`config.mk`:
```
export PLATFORM = sky130hd
export DESIGN_NAME = frs_status
export DESIGN_NICKNAME = d
export VERILOG_FILES = /design/src/rtl/frs_pkg.sv /design/src/rtl/frs_sync.sv /design/src/rtl/frs_decode.sv /design/src/rtl/frs_status.sv
export SDC_FILE = /design/constraint.sdc
export NUM_CORES = 1
export LEC_CHECK = 0
export BUFFER_PORTS_ARGS = -buffer_cell sky130_fd_sc_hd__clkbuf_2
export CAP_MARGIN = 20
export CORE_MARGIN = 5
export CORE_UTILIZATION = 55
export DETAILED_ROUTE_END_ITERATION = 10
export PLACE_DENSITY_LB_ADDON = 0.2
export SYNTH_ARGS = -nofsm -noshare
export SYNTH_HDL_FRONTEND = slang
export SYNTH_HIERARCHICAL = 1
export SYNTH_SLANG_ARGS = --single-unit
```
`constraint.sdc`:
```
create_clock -name i_sys_clk -period 7.3 [get_ports i_sys_clk]
set_input_delay 0.73 -clock i_sys_clk [delete_from_list [all_inputs] [get_ports i_sys_clk]]
set_output_delay 0.73 -clock i_sys_clk [all_outputs]
set_load 0.05 [all_outputs]
```
`src/rtl/frs_pkg.sv`:
```
// Purpose: shared constants for result status and opcode decode
// Assumes: byte-wide status and command paths
// Notes: bit positions of the three status bytes and opcode patterns
package frs_pkg;
  // ---------------------------------------------------------------
  // status byte bit positions
  // ---------------------------------------------------------------
  localparam int ES1_MAM = 0;
  localparam int ES1_WP = 1;
  localparam int ES1_MD = 2;
  localparam int ES1_OR = 4;
  localparam int ES1_CRC = 5;
  localparam int ES1_EOT = 7;
  localparam int ES2_MAL = 0;
  localparam int ES2_BT = 1;
  localparam int ES2_SNS = 2;
  localparam int ES2_SS = 3;
  localparam int ES2_WT = 4;
  localparam int ES2_CDF = 5;
  localparam int ES2_CM = 6;
  localparam int DS3_HD = 2;
  localparam int DS3_T0 = 4;
  localparam int DS3_WP = 6;
  localparam logic [7:0] DS3_FIXED = 8'h28;
  localparam logic [7:0] BAD_TRACK_NUM = 8'hff;
  localparam logic [7:0] INVALID_STATUS = 8'h80;
  localparam logic [1:0] IC_INVALID = 2'h2;
  localparam logic [7:0] ZERO_BYTE = 8'h00;
  // ---------------------------------------------------------------
  // opcode patterns
  // ---------------------------------------------------------------
  localparam logic [7:0] OP_CONFIGURE = 8'h13;
  localparam logic [7:0] OP_DUMP = 8'h0e;
  localparam logic [7:0] OP_MODE = 8'h01;
  localparam logic [7:0] OP_IDENT = 8'h18;
  localparam logic [7:0] OP_PERP = 8'h12;
  localparam logic [7:0] OP_SPECIFY = 8'h03;
  localparam logic [7:0] OP_VERSION = 8'h10;
  localparam logic [6:0] OP_LOCK_LO = 7'h14;
  localparam logic [4:0] OP_READ_LO = 5'h06;
  localparam logic [4:0] OP_RDEL_LO = 5'h0c;
  localparam logic [4:0] OP_VERIFY_LO = 5'h16;
  localparam logic [4:0] OP_SCEQ_LO = 5'h11;
  localparam logic [4:0] OP_SCLE_LO = 5'h19;
  localparam logic [4:0] OP_SCHE_LO = 5'h1d;
  localparam logic [5:0] OP_WRITE_LO = 6'h05;
  localparam logic [5:0] OP_WDEL_LO = 6'h09;
  localparam logic [5:0] OP_FORMAT_LO = 6'h0d;
  localparam logic [5:0] OP_RDID_LO = 6'h0a;
  localparam logic [5:0] OP_RTRK_LO = 6'h02;
  localparam logic [7:0] OP_RECAL = 8'h07;
  localparam logic [7:0] OP_SEEK = 8'h0f;
  localparam logic [7:0] OP_SENSE_DRV = 8'h04;
  localparam logic [7:0] OP_SENSE_INT = 8'h08;
  localparam logic [5:0] OP_RELSEEK_LO = 6'h0f;
  localparam logic [5:0] OP_SETTRK_LO = 6'h21;

  typedef enum logic [4:0] {
    FRS_CMD_INVALID = 5'h00, FRS_CMD_CONFIGURE = 5'h01,
    FRS_CMD_DUMP = 5'h02, FRS_CMD_MODE = 5'h03, FRS_CMD_IDENT = 5'h04,
    FRS_CMD_PERP = 5'h05, FRS_CMD_SPECIFY = 5'h06,
    FRS_CMD_VERSION = 5'h07, FRS_CMD_LOCK = 5'h08, FRS_CMD_READ = 5'h09,
    FRS_CMD_RDEL = 5'h0a, FRS_CMD_VERIFY = 5'h0b, FRS_CMD_SCEQ = 5'h0c,
    FRS_CMD_SCLE = 5'h0d, FRS_CMD_SCHE = 5'h0e, FRS_CMD_WRITE = 5'h0f,
    FRS_CMD_WDEL = 5'h10, FRS_CMD_FORMAT = 5'h11, FRS_CMD_RDID = 5'h12,
    FRS_CMD_RTRK = 5'h13, FRS_CMD_RECAL = 5'h14, FRS_CMD_SEEK = 5'h15,
    FRS_CMD_SENSE_DRV = 5'h16, FRS_CMD_SENSE_INT = 5'h17,
    FRS_CMD_RELSEEK = 5'h18, FRS_CMD_SETTRK = 5'h19
  } frs_cmd_t;

  typedef enum logic [1:0] {
    FRS_IDLE = 2'b00, FRS_EXEC = 2'b01, FRS_RESULT = 2'b10
  } frs_state_t;
endpackage

```
`src/rtl/frs_sync.sv`:
```
// Purpose: three-stage synchroniser with agreement filter
// Assumes: asynchronous level input
// Notes: output changes only when stages two and three agree
`timescale 1ns/1ps
`default_nettype none
module frs_sync (
  input wire logic i_sys_clk,
  input wire logic i_sys_rst,
  input wire logic i_async,
  output logic o_level
);
  logic s1_reg;
  logic s2_reg;
  logic s3_reg;
  always_ff @(posedge i_sys_clk) begin
    if (i_sys_rst) begin
      s1_reg <= 1'b0;
      s2_reg <= 1'b0;
      s3_reg <= 1'b0;
    end else begin
      s1_reg <= i_async;
      s2_reg <= s1_reg;
      s3_reg <= s2_reg;
    end
  end
  always_ff @(posedge i_sys_clk) begin
    if (i_sys_rst) begin
      o_level <= 1'b0;
    end else if (s2_reg == s3_reg) begin
      o_level <= s3_reg;
    end
  end
endmodule
`default_nettype wire

```
`src/rtl/frs_decode.sv`:
```
// Purpose: first command byte to command type
// Assumes: host drives fixed opcode bits as documented
// Notes: pure combinational decode
`timescale 1ns/1ps
`default_nettype none
module frs_decode (
  input wire logic [7:0] i_opcode,
  output frs_pkg::frs_cmd_t o_cmd
);
  import frs_pkg::*;

  always_comb begin
    o_cmd = FRS_CMD_INVALID;
    case (i_opcode)
      OP_CONFIGURE: o_cmd = FRS_CMD_CONFIGURE;
      OP_DUMP: o_cmd = FRS_CMD_DUMP;
      OP_MODE: o_cmd = FRS_CMD_MODE;
      OP_IDENT: o_cmd = FRS_CMD_IDENT;
      OP_PERP: o_cmd = FRS_CMD_PERP;
      OP_SPECIFY: o_cmd = FRS_CMD_SPECIFY;
      OP_VERSION: o_cmd = FRS_CMD_VERSION;
      OP_RECAL: o_cmd = FRS_CMD_RECAL;
      OP_SEEK: o_cmd = FRS_CMD_SEEK;
      OP_SENSE_DRV: o_cmd = FRS_CMD_SENSE_DRV;
      OP_SENSE_INT: o_cmd = FRS_CMD_SENSE_INT;
      default: o_cmd = FRS_CMD_INVALID;
    endcase
    if (i_opcode[6:0] == OP_LOCK_LO) o_cmd = FRS_CMD_LOCK;
    case (i_opcode[4:0])
      OP_READ_LO: o_cmd = FRS_CMD_READ;
      OP_RDEL_LO: o_cmd = FRS_CMD_RDEL;
      OP_VERIFY_LO: o_cmd = FRS_CMD_VERIFY;
      OP_SCEQ_LO: o_cmd = FRS_CMD_SCEQ;
      OP_SCLE_LO: o_cmd = FRS_CMD_SCLE;
      OP_SCHE_LO: o_cmd = FRS_CMD_SCHE;
      default: ;
    endcase
    case (i_opcode[5:0])
      OP_WRITE_LO: o_cmd = FRS_CMD_WRITE;
      OP_WDEL_LO: o_cmd = FRS_CMD_WDEL;
      default: ;
    endcase
    if (!i_opcode[7]) begin
      case (i_opcode[5:0])
        OP_FORMAT_LO: o_cmd = FRS_CMD_FORMAT;
        OP_RDID_LO: o_cmd = FRS_CMD_RDID;
        OP_RTRK_LO: o_cmd = FRS_CMD_RTRK;
        OP_SETTRK_LO: o_cmd = FRS_CMD_SETTRK;
        default: ;
      endcase
    end
    if (i_opcode[7] && i_opcode[5:0] == OP_RELSEEK_LO) begin
      o_cmd = FRS_CMD_RELSEEK;
    end
  end
endmodule
`default_nettype wire

```
`src/rtl/frs_status.sv`:
```
// Purpose: result status bytes and opcode classification
// Assumes: execution engine reports events as one-cycle pulses
// Notes: status bytes leave only through the result byte port
`timescale 1ns/1ps
`default_nettype none
module frs_status (
  input wire logic i_sys_clk,
  input wire logic i_sys_rst,
  input wire logic i_opcode_wr,
  input wire logic [7:0] i_opcode,
  input wire logic i_cmd_done,
  input wire logic [1:0] i_drive_sel,
  input wire logic i_head_sel,
  input wire logic i_track_zero_input,
  input wire logic i_write_protect_n,
  input wire logic i_terminal_count_input,
  input wire logic i_ev_no_addr_mark,
  input wire logic i_ev_no_data_mark,
  input wire logic i_ev_sector_absent,
  input wire logic i_ev_id_all_crc,
  input wire logic i_ev_no_start,
  input wire logic i_ev_overrun,
  input wire logic i_ev_crc_addr,
  input wire logic i_ev_crc_data,
  input wire logic i_ev_last_byte,
  input wire logic i_ev_track_mismatch,
  input wire logic [7:0] i_rec_track,
  input wire logic [7:0] i_cmd_track,
  input wire logic i_ev_scan_equal,
  input wire logic i_ev_scan_unmet,
  input wire logic i_ev_deleted_mark,
  input wire logic i_ev_regular_mark,
  input wire logic [1:0] i_result_sel,
  output frs_pkg::frs_cmd_t o_cmd,
  output logic o_cmd_valid,
  output logic o_invalid,
  output logic o_result_phase,
  output logic [7:0] o_result_byte
);
  import frs_pkg::*;

  // ---------------------------------------------------------------
  // pin synchronisers
  // ---------------------------------------------------------------
  logic track_zero_input_s;
  logic wp_s;
  logic tc_s;
  frs_sync u_track_zero_input (.i_sys_clk(i_sys_clk), .i_sys_rst(i_sys_rst),
    .i_async(i_track_zero_input), .o_level(track_zero_input_s));
  // inverted ahead of the sync so reset reads as unprotected
  frs_sync u_wp (.i_sys_clk(i_sys_clk), .i_sys_rst(i_sys_rst),
    .i_async(!i_write_protect_n), .o_level(wp_s));
  frs_sync u_tc (.i_sys_clk(i_sys_clk), .i_sys_rst(i_sys_rst),
    .i_async(i_terminal_count_input), .o_level(tc_s));

  // ---------------------------------------------------------------
  // opcode decode and phase
  // ---------------------------------------------------------------
  frs_cmd_t dec_cmd;
  frs_cmd_t cmd_reg;
  frs_state_t state_reg;
  logic invalid_reg;
  logic cmd_valid_reg;
  frs_decode u_dec (.i_opcode(i_opcode), .o_cmd(dec_cmd));

  // decode relies on exact fixed bits from the host
  logic accept;
  assign accept = i_opcode_wr && (state_reg == FRS_IDLE);

  always_ff @(posedge i_sys_clk) begin
    if (i_sys_rst) begin
      state_reg <= FRS_IDLE;
      cmd_reg <= FRS_CMD_INVALID;
      invalid_reg <= 1'b0;
      cmd_valid_reg <= 1'b0;
    end else begin
      cmd_valid_reg <= accept;
      case (state_reg)
        FRS_IDLE: begin
          if (accept) begin
            cmd_reg <= dec_cmd;
            invalid_reg <= (dec_cmd == FRS_CMD_INVALID);
            // invalid skips execution entirely
            if (dec_cmd == FRS_CMD_INVALID) begin
              state_reg <= FRS_RESULT;
            end else begin
              state_reg <= FRS_EXEC;
            end
          end
        end
        FRS_EXEC: begin
          if (i_cmd_done) state_reg <= FRS_RESULT;
        end
        FRS_RESULT: begin
          if (i_cmd_done) state_reg <= FRS_IDLE;
        end
        default: state_reg <= FRS_IDLE;
      endcase
    end
  end

  // ---------------------------------------------------------------
  // command class helpers
  // ---------------------------------------------------------------
  logic is_read_like;
  logic is_write_like;
  logic is_scan;
  logic in_exec;
  assign is_scan = (cmd_reg == FRS_CMD_SCEQ) || (cmd_reg == FRS_CMD_SCLE) ||
    (cmd_reg == FRS_CMD_SCHE);
  assign is_read_like = (cmd_reg == FRS_CMD_READ) ||
    (cmd_reg == FRS_CMD_RDEL) || (cmd_reg == FRS_CMD_VERIFY) || is_scan;
  assign is_write_like = (cmd_reg == FRS_CMD_WRITE) ||
    (cmd_reg == FRS_CMD_WDEL) || (cmd_reg == FRS_CMD_FORMAT);
  assign in_exec = (state_reg == FRS_EXEC);

  // ---------------------------------------------------------------
  // drive selection latched at end of command phase
  // ---------------------------------------------------------------
  logic [1:0] drive_reg;
  logic head_reg;
  always_ff @(posedge i_sys_clk) begin
    if (i_sys_rst) begin
      drive_reg <= 2'h0;
      head_reg <= 1'b0;
    end else if (state_reg == FRS_IDLE && accept) begin
      drive_reg <= i_drive_sel;
      head_reg <= i_head_sel;
    end
  end

  // ---------------------------------------------------------------
  // error flags sticky except ES1 write protect, which follows the pin in write-like exec,
  // and ES2 CDF, cleared by an address crc without a data crc; the clear on accept wins over any set in that cycle
  // ---------------------------------------------------------------
  logic [7:0] es1_reg;
  logic [7:0] es2_reg;
  logic [7:0] es1_set;
  logic [7:0] es2_set;
  logic tc_seen_reg;
  always_comb begin
    es1_set = ZERO_BYTE;
    es2_set = ZERO_BYTE;
    if (in_exec) begin
      es1_set[ES1_MAM] = is_read_like &&
        (i_ev_no_addr_mark || i_ev_no_data_mark);
      es1_set[ES1_MD] = i_ev_sector_absent || i_ev_id_all_crc ||
        i_ev_no_start;
      es1_set[ES1_OR] = i_ev_overrun;
      es1_set[ES1_CRC] = i_ev_crc_addr || i_ev_crc_data;
      es1_set[ES1_EOT] = i_ev_last_byte && !tc_seen_reg && !tc_s;
      es2_set[ES2_MAL] = is_read_like && i_ev_no_data_mark;
      es2_set[ES2_BT] = i_ev_sector_absent && i_ev_track_mismatch &&
        (i_rec_track == BAD_TRACK_NUM) &&
        (i_rec_track != i_cmd_track);
      es2_set[ES2_WT] = i_ev_sector_absent && i_ev_track_mismatch &&
        (i_rec_track != i_cmd_track);
      es2_set[ES2_SS] = is_scan && i_ev_scan_equal;
      es2_set[ES2_SNS] = is_scan && i_ev_scan_unmet;
      es2_set[ES2_CDF] = i_ev_crc_data;
      es2_set[ES2_CM] = ((cmd_reg == FRS_CMD_RDEL) && i_ev_regular_mark) ||
        (((cmd_reg == FRS_CMD_READ) || is_scan) &&
        i_ev_deleted_mark);
    end
  end

  always_ff @(posedge i_sys_clk) begin
    if (i_sys_rst || accept) begin
      tc_seen_reg <= 1'b0;
    end else if (in_exec && tc_s) begin
      tc_seen_reg <= 1'b1;
    end
  end

  always_ff @(posedge i_sys_clk) begin
    if (i_sys_rst) begin
      es1_reg <= ZERO_BYTE;
      es2_reg <= ZERO_BYTE;
    end else if (accept) begin
      es1_reg <= ZERO_BYTE;
      es2_reg <= ZERO_BYTE;
    end else begin
      es1_reg <= es1_reg | es1_set;
      // address field crc without a data field crc in the same cycle clears the data field indicator
      if (in_exec && i_ev_crc_addr && !i_ev_crc_data) begin
        es2_reg <= (es2_reg | es2_set) & ~(8'h01 << ES2_CDF);
      end else begin
        es2_reg <= es2_reg | es2_set;
      end
      if (in_exec && is_write_like) begin
        es1_reg[ES1_WP] <= wp_s;
      end
    end
  end

  // ---------------------------------------------------------------
  // assembled bytes with fixed bits
  // ---------------------------------------------------------------
  logic [7:0] es1_view;
  logic [7:0] es2_view;
  logic [7:0] ds3_view;
  logic [7:0] st0_view;
  // unused positions forced low whatever the flags hold
  localparam logic [7:0] ES1_USED = 8'hb7;
  localparam logic [7:0] ES2_USED = 8'h7f;
  always_comb begin
    es1_view = es1_reg & ES1_USED;
    es2_view = es2_reg & ES2_USED;
    ds3_view = DS3_FIXED;
    ds3_view[1:0] = drive_reg;
    ds3_view[DS3_HD] = head_reg;
    ds3_view[DS3_T0] = track_zero_input_s;
    ds3_view[DS3_WP] = wp_s;
    st0_view = {2'h0, 3'h0, head_reg, drive_reg};
    if (invalid_reg) st0_view = INVALID_STATUS;
  end

  // ---------------------------------------------------------------
  // result port, only live in the result phase
  // ---------------------------------------------------------------
  always_ff @(posedge i_sys_clk) begin
    if (i_sys_rst) begin
      o_result_byte <= ZERO_BYTE;
    end else if (state_reg == FRS_RESULT) begin
      case (i_result_sel)
        2'h0: o_result_byte <= st0_view;
        2'h1: o_result_byte <= es1_view;
        2'h2: o_result_byte <= es2_view;
        default: o_result_byte <= ds3_view;
      endcase
    end else begin
      o_result_byte <= ZERO_BYTE;
    end
  end

  always_ff @(posedge i_sys_clk) begin
    if (i_sys_rst) begin
      o_cmd <= FRS_CMD_INVALID;
      o_cmd_valid <= 1'b0;
      o_invalid <= 1'b0;
      o_result_phase <= 1'b0;
    end else begin
      o_cmd <= cmd_reg;
      o_cmd_valid <= cmd_valid_reg;
      o_invalid <= invalid_reg;
      o_result_phase <= (state_reg == FRS_RESULT);
    end
  end
endmodule
`default_nettype wire

```
* After elaboration in Yosys (flattened, before gate mapping)
Memories as Yosys holds them, arrays and structs flattened.
Cells that the tools add are included.
** Storage, ports and cells
- Bits in writable memories :: 0
- Bits in registers :: 57
- Output and inout port bits :: 16
- Input bits :: 50
- Logic and storage cells :: 132
- Latch bits :: 0
- Memories :: 1
- Memory bits (read-only) :: 128
** Cells by class
- Eq/ne operators :: 35
- Divide/modulo/power cells :: 0
- Multipliers :: 0
- Add/subtract/negate cells :: 0
- Mux-type cells :: 20
- Bitwise operators :: 3
- Reductions and logical operators :: 46
- $lt $le $gt $ge :: 0
- Shift operators :: 0
** Memory list
- (no name shown) :: words 32, width 4, read ports 1, clocked after memory_dff 0, write ports 0, RTL line frs_decode.sv:14 : case (i_opcode)
** Operators by type and width (count)
- $eq A5 B4 Y1 const B :: 8
- $eq A5 B5 Y1 const B :: 6
- $pmux W5 S6 :: 1
- $eq A6 B4 Y1 const B :: 4
- $pmux W8 S3 :: 1
- $mux W5 :: 4
- $pmux W5 S4 :: 1
- $logic_and A1 B1 Y1 :: 19
- $logic_or A1 B1 Y1 :: 14
- $mux W2 :: 5
- $pmux W5 S2 :: 1
- $eq A8 B8 Y1 const B :: 1
- $mux W8 :: 1
- $ne A8 B8 Y1 :: 1
- $or A8 B7 Y8 :: 1
- $or A8 B8 Y8 :: 1
- $eq A7 B5 Y1 const B :: 1
- $mux W7 :: 1
- $eq A6 B2 Y1 const B :: 1
- $eq A6 B3 Y1 const B :: 1
- $eq A6 B6 Y1 const B :: 1
- $ne A2 B2 Y1 const B :: 3
- $pmux W2 S3 :: 1
- $eq A5 B3 Y1 const B :: 1
- 13 further kinds :: 25

* Logic depth before layout (Yosys ltp)
- Depth in word-level cells :: 12
- Gate-level depth with buffers :: 11

* Modules after synthesis
The synthesis kept the hierarchy.
** By module, submodules not included
- frs_status :: area each 1624.1 µm², sequential area each 840.8 µm², cells an instance 168, instances 1
- frs_decode :: area each 648.1 µm², sequential area each 0.0 µm², cells an instance 90, instances 1
- frs_sync :: area each 112.6 µm², sequential area each 80.1 µm², cells an instance 10, instances 3

* Least setup slack after synthesis
No wires, ideal clock.
- Path type :: input to register
- Start :: input port i_opcode[1]
- End :: register state_reg[1]
- Stages on the path :: 11
- Path slack :: 4479 ps
- Path buffers :: 1
- Arrival :: 2762 ps
- Path through :: inv_1 > ha_1 > buf_4 > or3b_4 > o22a_1 > a21boi_0 > a31oi_1 > or4_4 > nor2_4 > a211o_1 > and3_1
** Between the ends
- Cells in the longest elaborated chain, start to end :: 12
- Elaborated cells on any way between the ends :: 27
- Those cells by class :: 14 x eq/ne; 10 x mux; 2 x reduce/logical; 1 x memory
** RTL lines
- start: declaration :: RTL line frs_status.sv:10 : input wire logic [7:0] i_opcode,
- $mem_v2 Z32 W4
- $mux W5 :: RTL line frs_decode.sv:14
- $mux W5 :: RTL line frs_decode.sv:28 : if (i_opcode[6:0] == OP_LOCK_LO) o_cmd = FRS_CMD_LOCK;
- $pmux W5 S6 :: RTL line frs_decode.sv:29 : case (i_opcode[4:0])
- $pmux W5 S2 :: RTL line frs_decode.sv:38 : case (i_opcode[5:0])
- $pmux W5 S4 :: RTL line frs_decode.sv:44 : case (i_opcode[5:0])
- $mux W5 :: RTL line frs_decode.sv:43 : if (!i_opcode[7]) begin
- $mux W5 * :: RTL line frs_decode.sv:52 : if (i_opcode[7] && i_opcode[5:0] == OP_RELSEEK_LO) begin
- via dec_cmd[1] :: RTL line frs_status.sv:59 : frs_cmd_t dec_cmd;
- $logic_not A5 Y1 * :: RTL line frs_status.sv:84 : if (dec_cmd == FRS_CMD_INVALID) begin
- $mux W2 * :: RTL line frs_status.sv:84
- $mux W2 * :: RTL line frs_status.sv:80 : if (accept) begin
- $pmux W2 S3 * :: RTL line frs_status.sv:78 : case (state_reg)
- end signal: assignment :: RTL line frs_status.sv:85 : state_reg <= FRS_RESULT;
- end signal: assignment :: RTL line frs_status.sv:87 : state_reg <= FRS_EXEC;
- end signal: assignment :: RTL line frs_status.sv:92 : if (i_cmd_done) state_reg <= FRS_RESULT;
- end: declaration :: RTL line frs_status.sv:61 : frs_state_t state_reg;
The timed path passes the listed nets; every way through them passes the cells marked *. The select of a mux whose other input is x is not followed.
A chain may end at the register's enable or synchronous reset.

* Worst setup path after layout
Same ends and word-level chain as after synthesis.

==> results.toml <==
[timing]
timing.final.crit_share_pct = 39.40
fin_skew_ns = 0.01147
finalHoldViolCount = 0
tightest_slew_ns = 0.9504
setup_viol = 0
finalSetupTns_ns = 0
slew_headroom_pct = 36.64
period_minus_slack_ns = 2.876
slew_viol_final = 0
fmax_mhz = 347.7
rsz0062_at_grt = "false"

[clocking]
cts_tree = "built"
post-cts-setup-buffers = 0
postCtsHoldBufs = 0
clk_latency_ns = 0.30
htreeDepth = 2
ctsResizeCount = 0
clk_pin_slew_ns = 0.10
clockBufferDepth = 2
clock-sinks = 54
clockRootBuffer = "clkbuf_8"
numCtsBuffers = 5

[setup_path]
crit_path_start = "i_opcode[1]"
rrSetupSlack_ns = 5.61
ff2ff_path_depth = 4
crit_cells = 11
path_cells = "clkbuf_2 > inv_1 > ha_1 > or3b_4 > o22a_1 > a21boi_0 > a31oi_1 > or4_4 > nor2_4 > a211o_1 > and3_1"
slowest_delay_ns = 0.56
cp_max_fo = 9
setup.worst_path.end = "state_reg[1]"
worst_ep_required_time_ns = 7.54
timing.rr.end = "es2_reg[1]"
r2r-start = "state_reg[0]"
critPathBufInv = 2
start_kind = "primary input"
crit_arrival_ns = 3.12
crit_slowest_cell = "or4_4"
crit_type = "primary input to flop"
worst_setup_path_end_kind = "flop"
critical-path-top-delay-family = "simple AND/OR/NAND/NOR gates"

[grt]
grt_use_total_pct = 18.58
grt_pass1_vias = 2042
grt_max_degree = 27
grt_pass1_wl_um = 9432
overflow = 0
antenna_found_initial = 0

[cells_and_area]
drive_gt1_share_pct = 25.14
largest_reg_flops = 8
final_cell_mix = "clkbuf_2, dfxtp_1, nor2_1, a21oi_1, nor2b_1"
antennaDiodeCount = 0
area_growth_pct = 15.92
mostFrequentLayoutCell = "clkbuf_2"
nets = 400
fillers = 404
multi_input_area_um2 = 1385
area.sequential_um2 = 1081
stdcell_count = 400

[power]
power_density_nw_per_um2 = 203.2
leakage_nw = 1.282
ir_drop_mv = 0.1175

[detailed_routing]
num_vias = 2225
wirelength_um = 5636
vias_per_cell = 5.563
antenna_left = 0
dr.pass1.iters = 4
drc = 0
drt-initial-drc-count = 137
wl_per_cell_um = 14.09

[synthesis]
synth_top_area_share_pct = 41.42
yosys-top-cells-area = "dfxtp_1, nor2b_1, a21oi_1, nor2_1, a22o_1"
async_flop_share_pct = 0
syn_area_um2 = 2610
synth_edf_count = 0
synth_top_area_cell = "dfxtp_1"
syn_area_per_cell_um2 = 9.063
yosys_warnings = 6
synth.distinct_cells = 59
synthesis.instances = 288
synth_flop_cell = "dfxtp_1"
synthesis.nets = 343
ys_seq_area_share_pct = 41.42
ys_seq_elements = 54

[floorplanning]
io_pins = 66
start_util_pct = 56.00
die_h_um = 78.89
fp.dieArea_um2 = 6223
core_um2 = 4661
fp.dieW_um = 78.89
placementRows = 25

[run]
drv_cap = 0

[place]
place_inst = 392
gp_congestion = 0.8827
place_hpwl_um = 4246
port_buffers = 65

[run_status]
status = "complete, no violations"

[worst_hold_path]
hp-class = "flop to flop"
## metrics by stage
stage | setup WS (ns) | power (mW) | util (%) | instance area (um^2) | hold WS, ns
6_report | 4.424 | 0.6148 | 64.91 | 3025 | 0.4468
5_1_grt | 4.286 | 0.6455 | 64.91 | 3025 | 0.4693
4_1_cts | 4.460 | 0.6213 | 64.91 | 3025 | 0.4496
3_5_place_dp | 4.146 | 0.4152 | 62.31 | 2904 | 0.4258
3_3_place_gp | 4.221 | 0.4136 | 62.31 | 2904 | 0.4156
2_1_floorplan | 4.479 | 0.3871 | - | 2610 | 0.4138
## worst register-to-register path: cells and delay by family (launching register included)
family | cells | cell delay (ns)
AOI/OAI and AO/OA | 2 | 0.44
DFF | 1 | 0.44
and+or+nand+nor | 2 | 0.76
## layout make-up
type,instances,area share [%]
well taps,54,2.233
repair buffers,65,10.75
inverters,12,1.489
multi-input cells,207,45.78
clock buffers,6,2.730
clock inverters,2,1.282
flip-flops and latches,54,35.73
## report_power, final
| group | internal (mW) | switching [mW] | total (mW) |
|---|---|---|---|
| combinational | 0.0390 | 0.0554 | 0.0944 |
| sequential | 0.306 | 0.00856 | 0.314 |
| clock | 0.113 | 0.0935 | 0.206 |
| total | 0.457 | 0.157 | 0.615 |
## cells by family (layout without fill, tap and decap cells)
logic type,Yosys count,in the layout,share of synthesized area (%)
simple gates,112,112,24.88
mux,5,5,1.966
compound gates,76,76,20.80
buf+inv,27,85,5.513
flops,54,54,41.42
xor+xnor,9,9,3.020
fa+ha+maj,5,5,2.397
## worst min-delay path by stage
stage / from / end / depth (start not counted)
2_1_floorplan: cmd_valid_reg / o_cmd_valid / 1
3_3_place_gp: u_wp/s1_reg / u_wp/s2_reg / 1
3_5_place_dp: u_track_zero_input/s1_reg / u_track_zero_input/s2_reg / 1
4_1_cts: u_track_zero_input/s1_reg / u_track_zero_input/s2_reg / 1
5_1_grt: u_tc/s1_reg / u_tc/s2_reg / 1
6_report: u_track_zero_input/s1_reg / u_track_zero_input/s2_reg / 1
## cell usage after synthesis, types with 3 or more instances
| cell | count |
|---|---|
| dfxtp_1 | 54 |
| nor2_1 | 24 |
| a21oi_1 | 20 |
| nor2b_1 | 20 |
| nand2_1 | 18 |
| inv_1 | 11 |
| a22o_1 | 9 |
| o21ai_0 | 9 |
| xor2_1 | 8 |
| buf_2 | 7 |
| a31oi_1 | 5 |
| buf_4 | 5 |
| ha_1 | 5 |
| nand3_1 | 5 |
| nor3b_1 | 5 |
| mux2i_1 | 4 |
| nand2b_1 | 4 |
| nand4_1 | 4 |
| nor3_1 | 4 |
| o211ai_1 | 4 |
| a222oi_1 | 3 |
| and3_1 | 3 |
| nand4b_1 | 3 |
| nor4_1 | 3 |
| o21ai_1 | 3 |
| o31ai_1 | 3 |
| or3b_1 | 3 |
## metal layers
layer | global-route usage (%) | share of wire [%] | up-vias | wire length, um
li1 | - | - | 1153 | -
met1 | 23.42 | 44 | 999 | 2495
met2 | 31.24 | 48 | 68 | 2697
met3 | 4.535 | 6.6 | 5 | 371
met4 | 6.014 | 1.3 | 0 | 72
met5 | 0 | 0 | - | 0
Note: power is estimated with default switching activity, not from simulation.
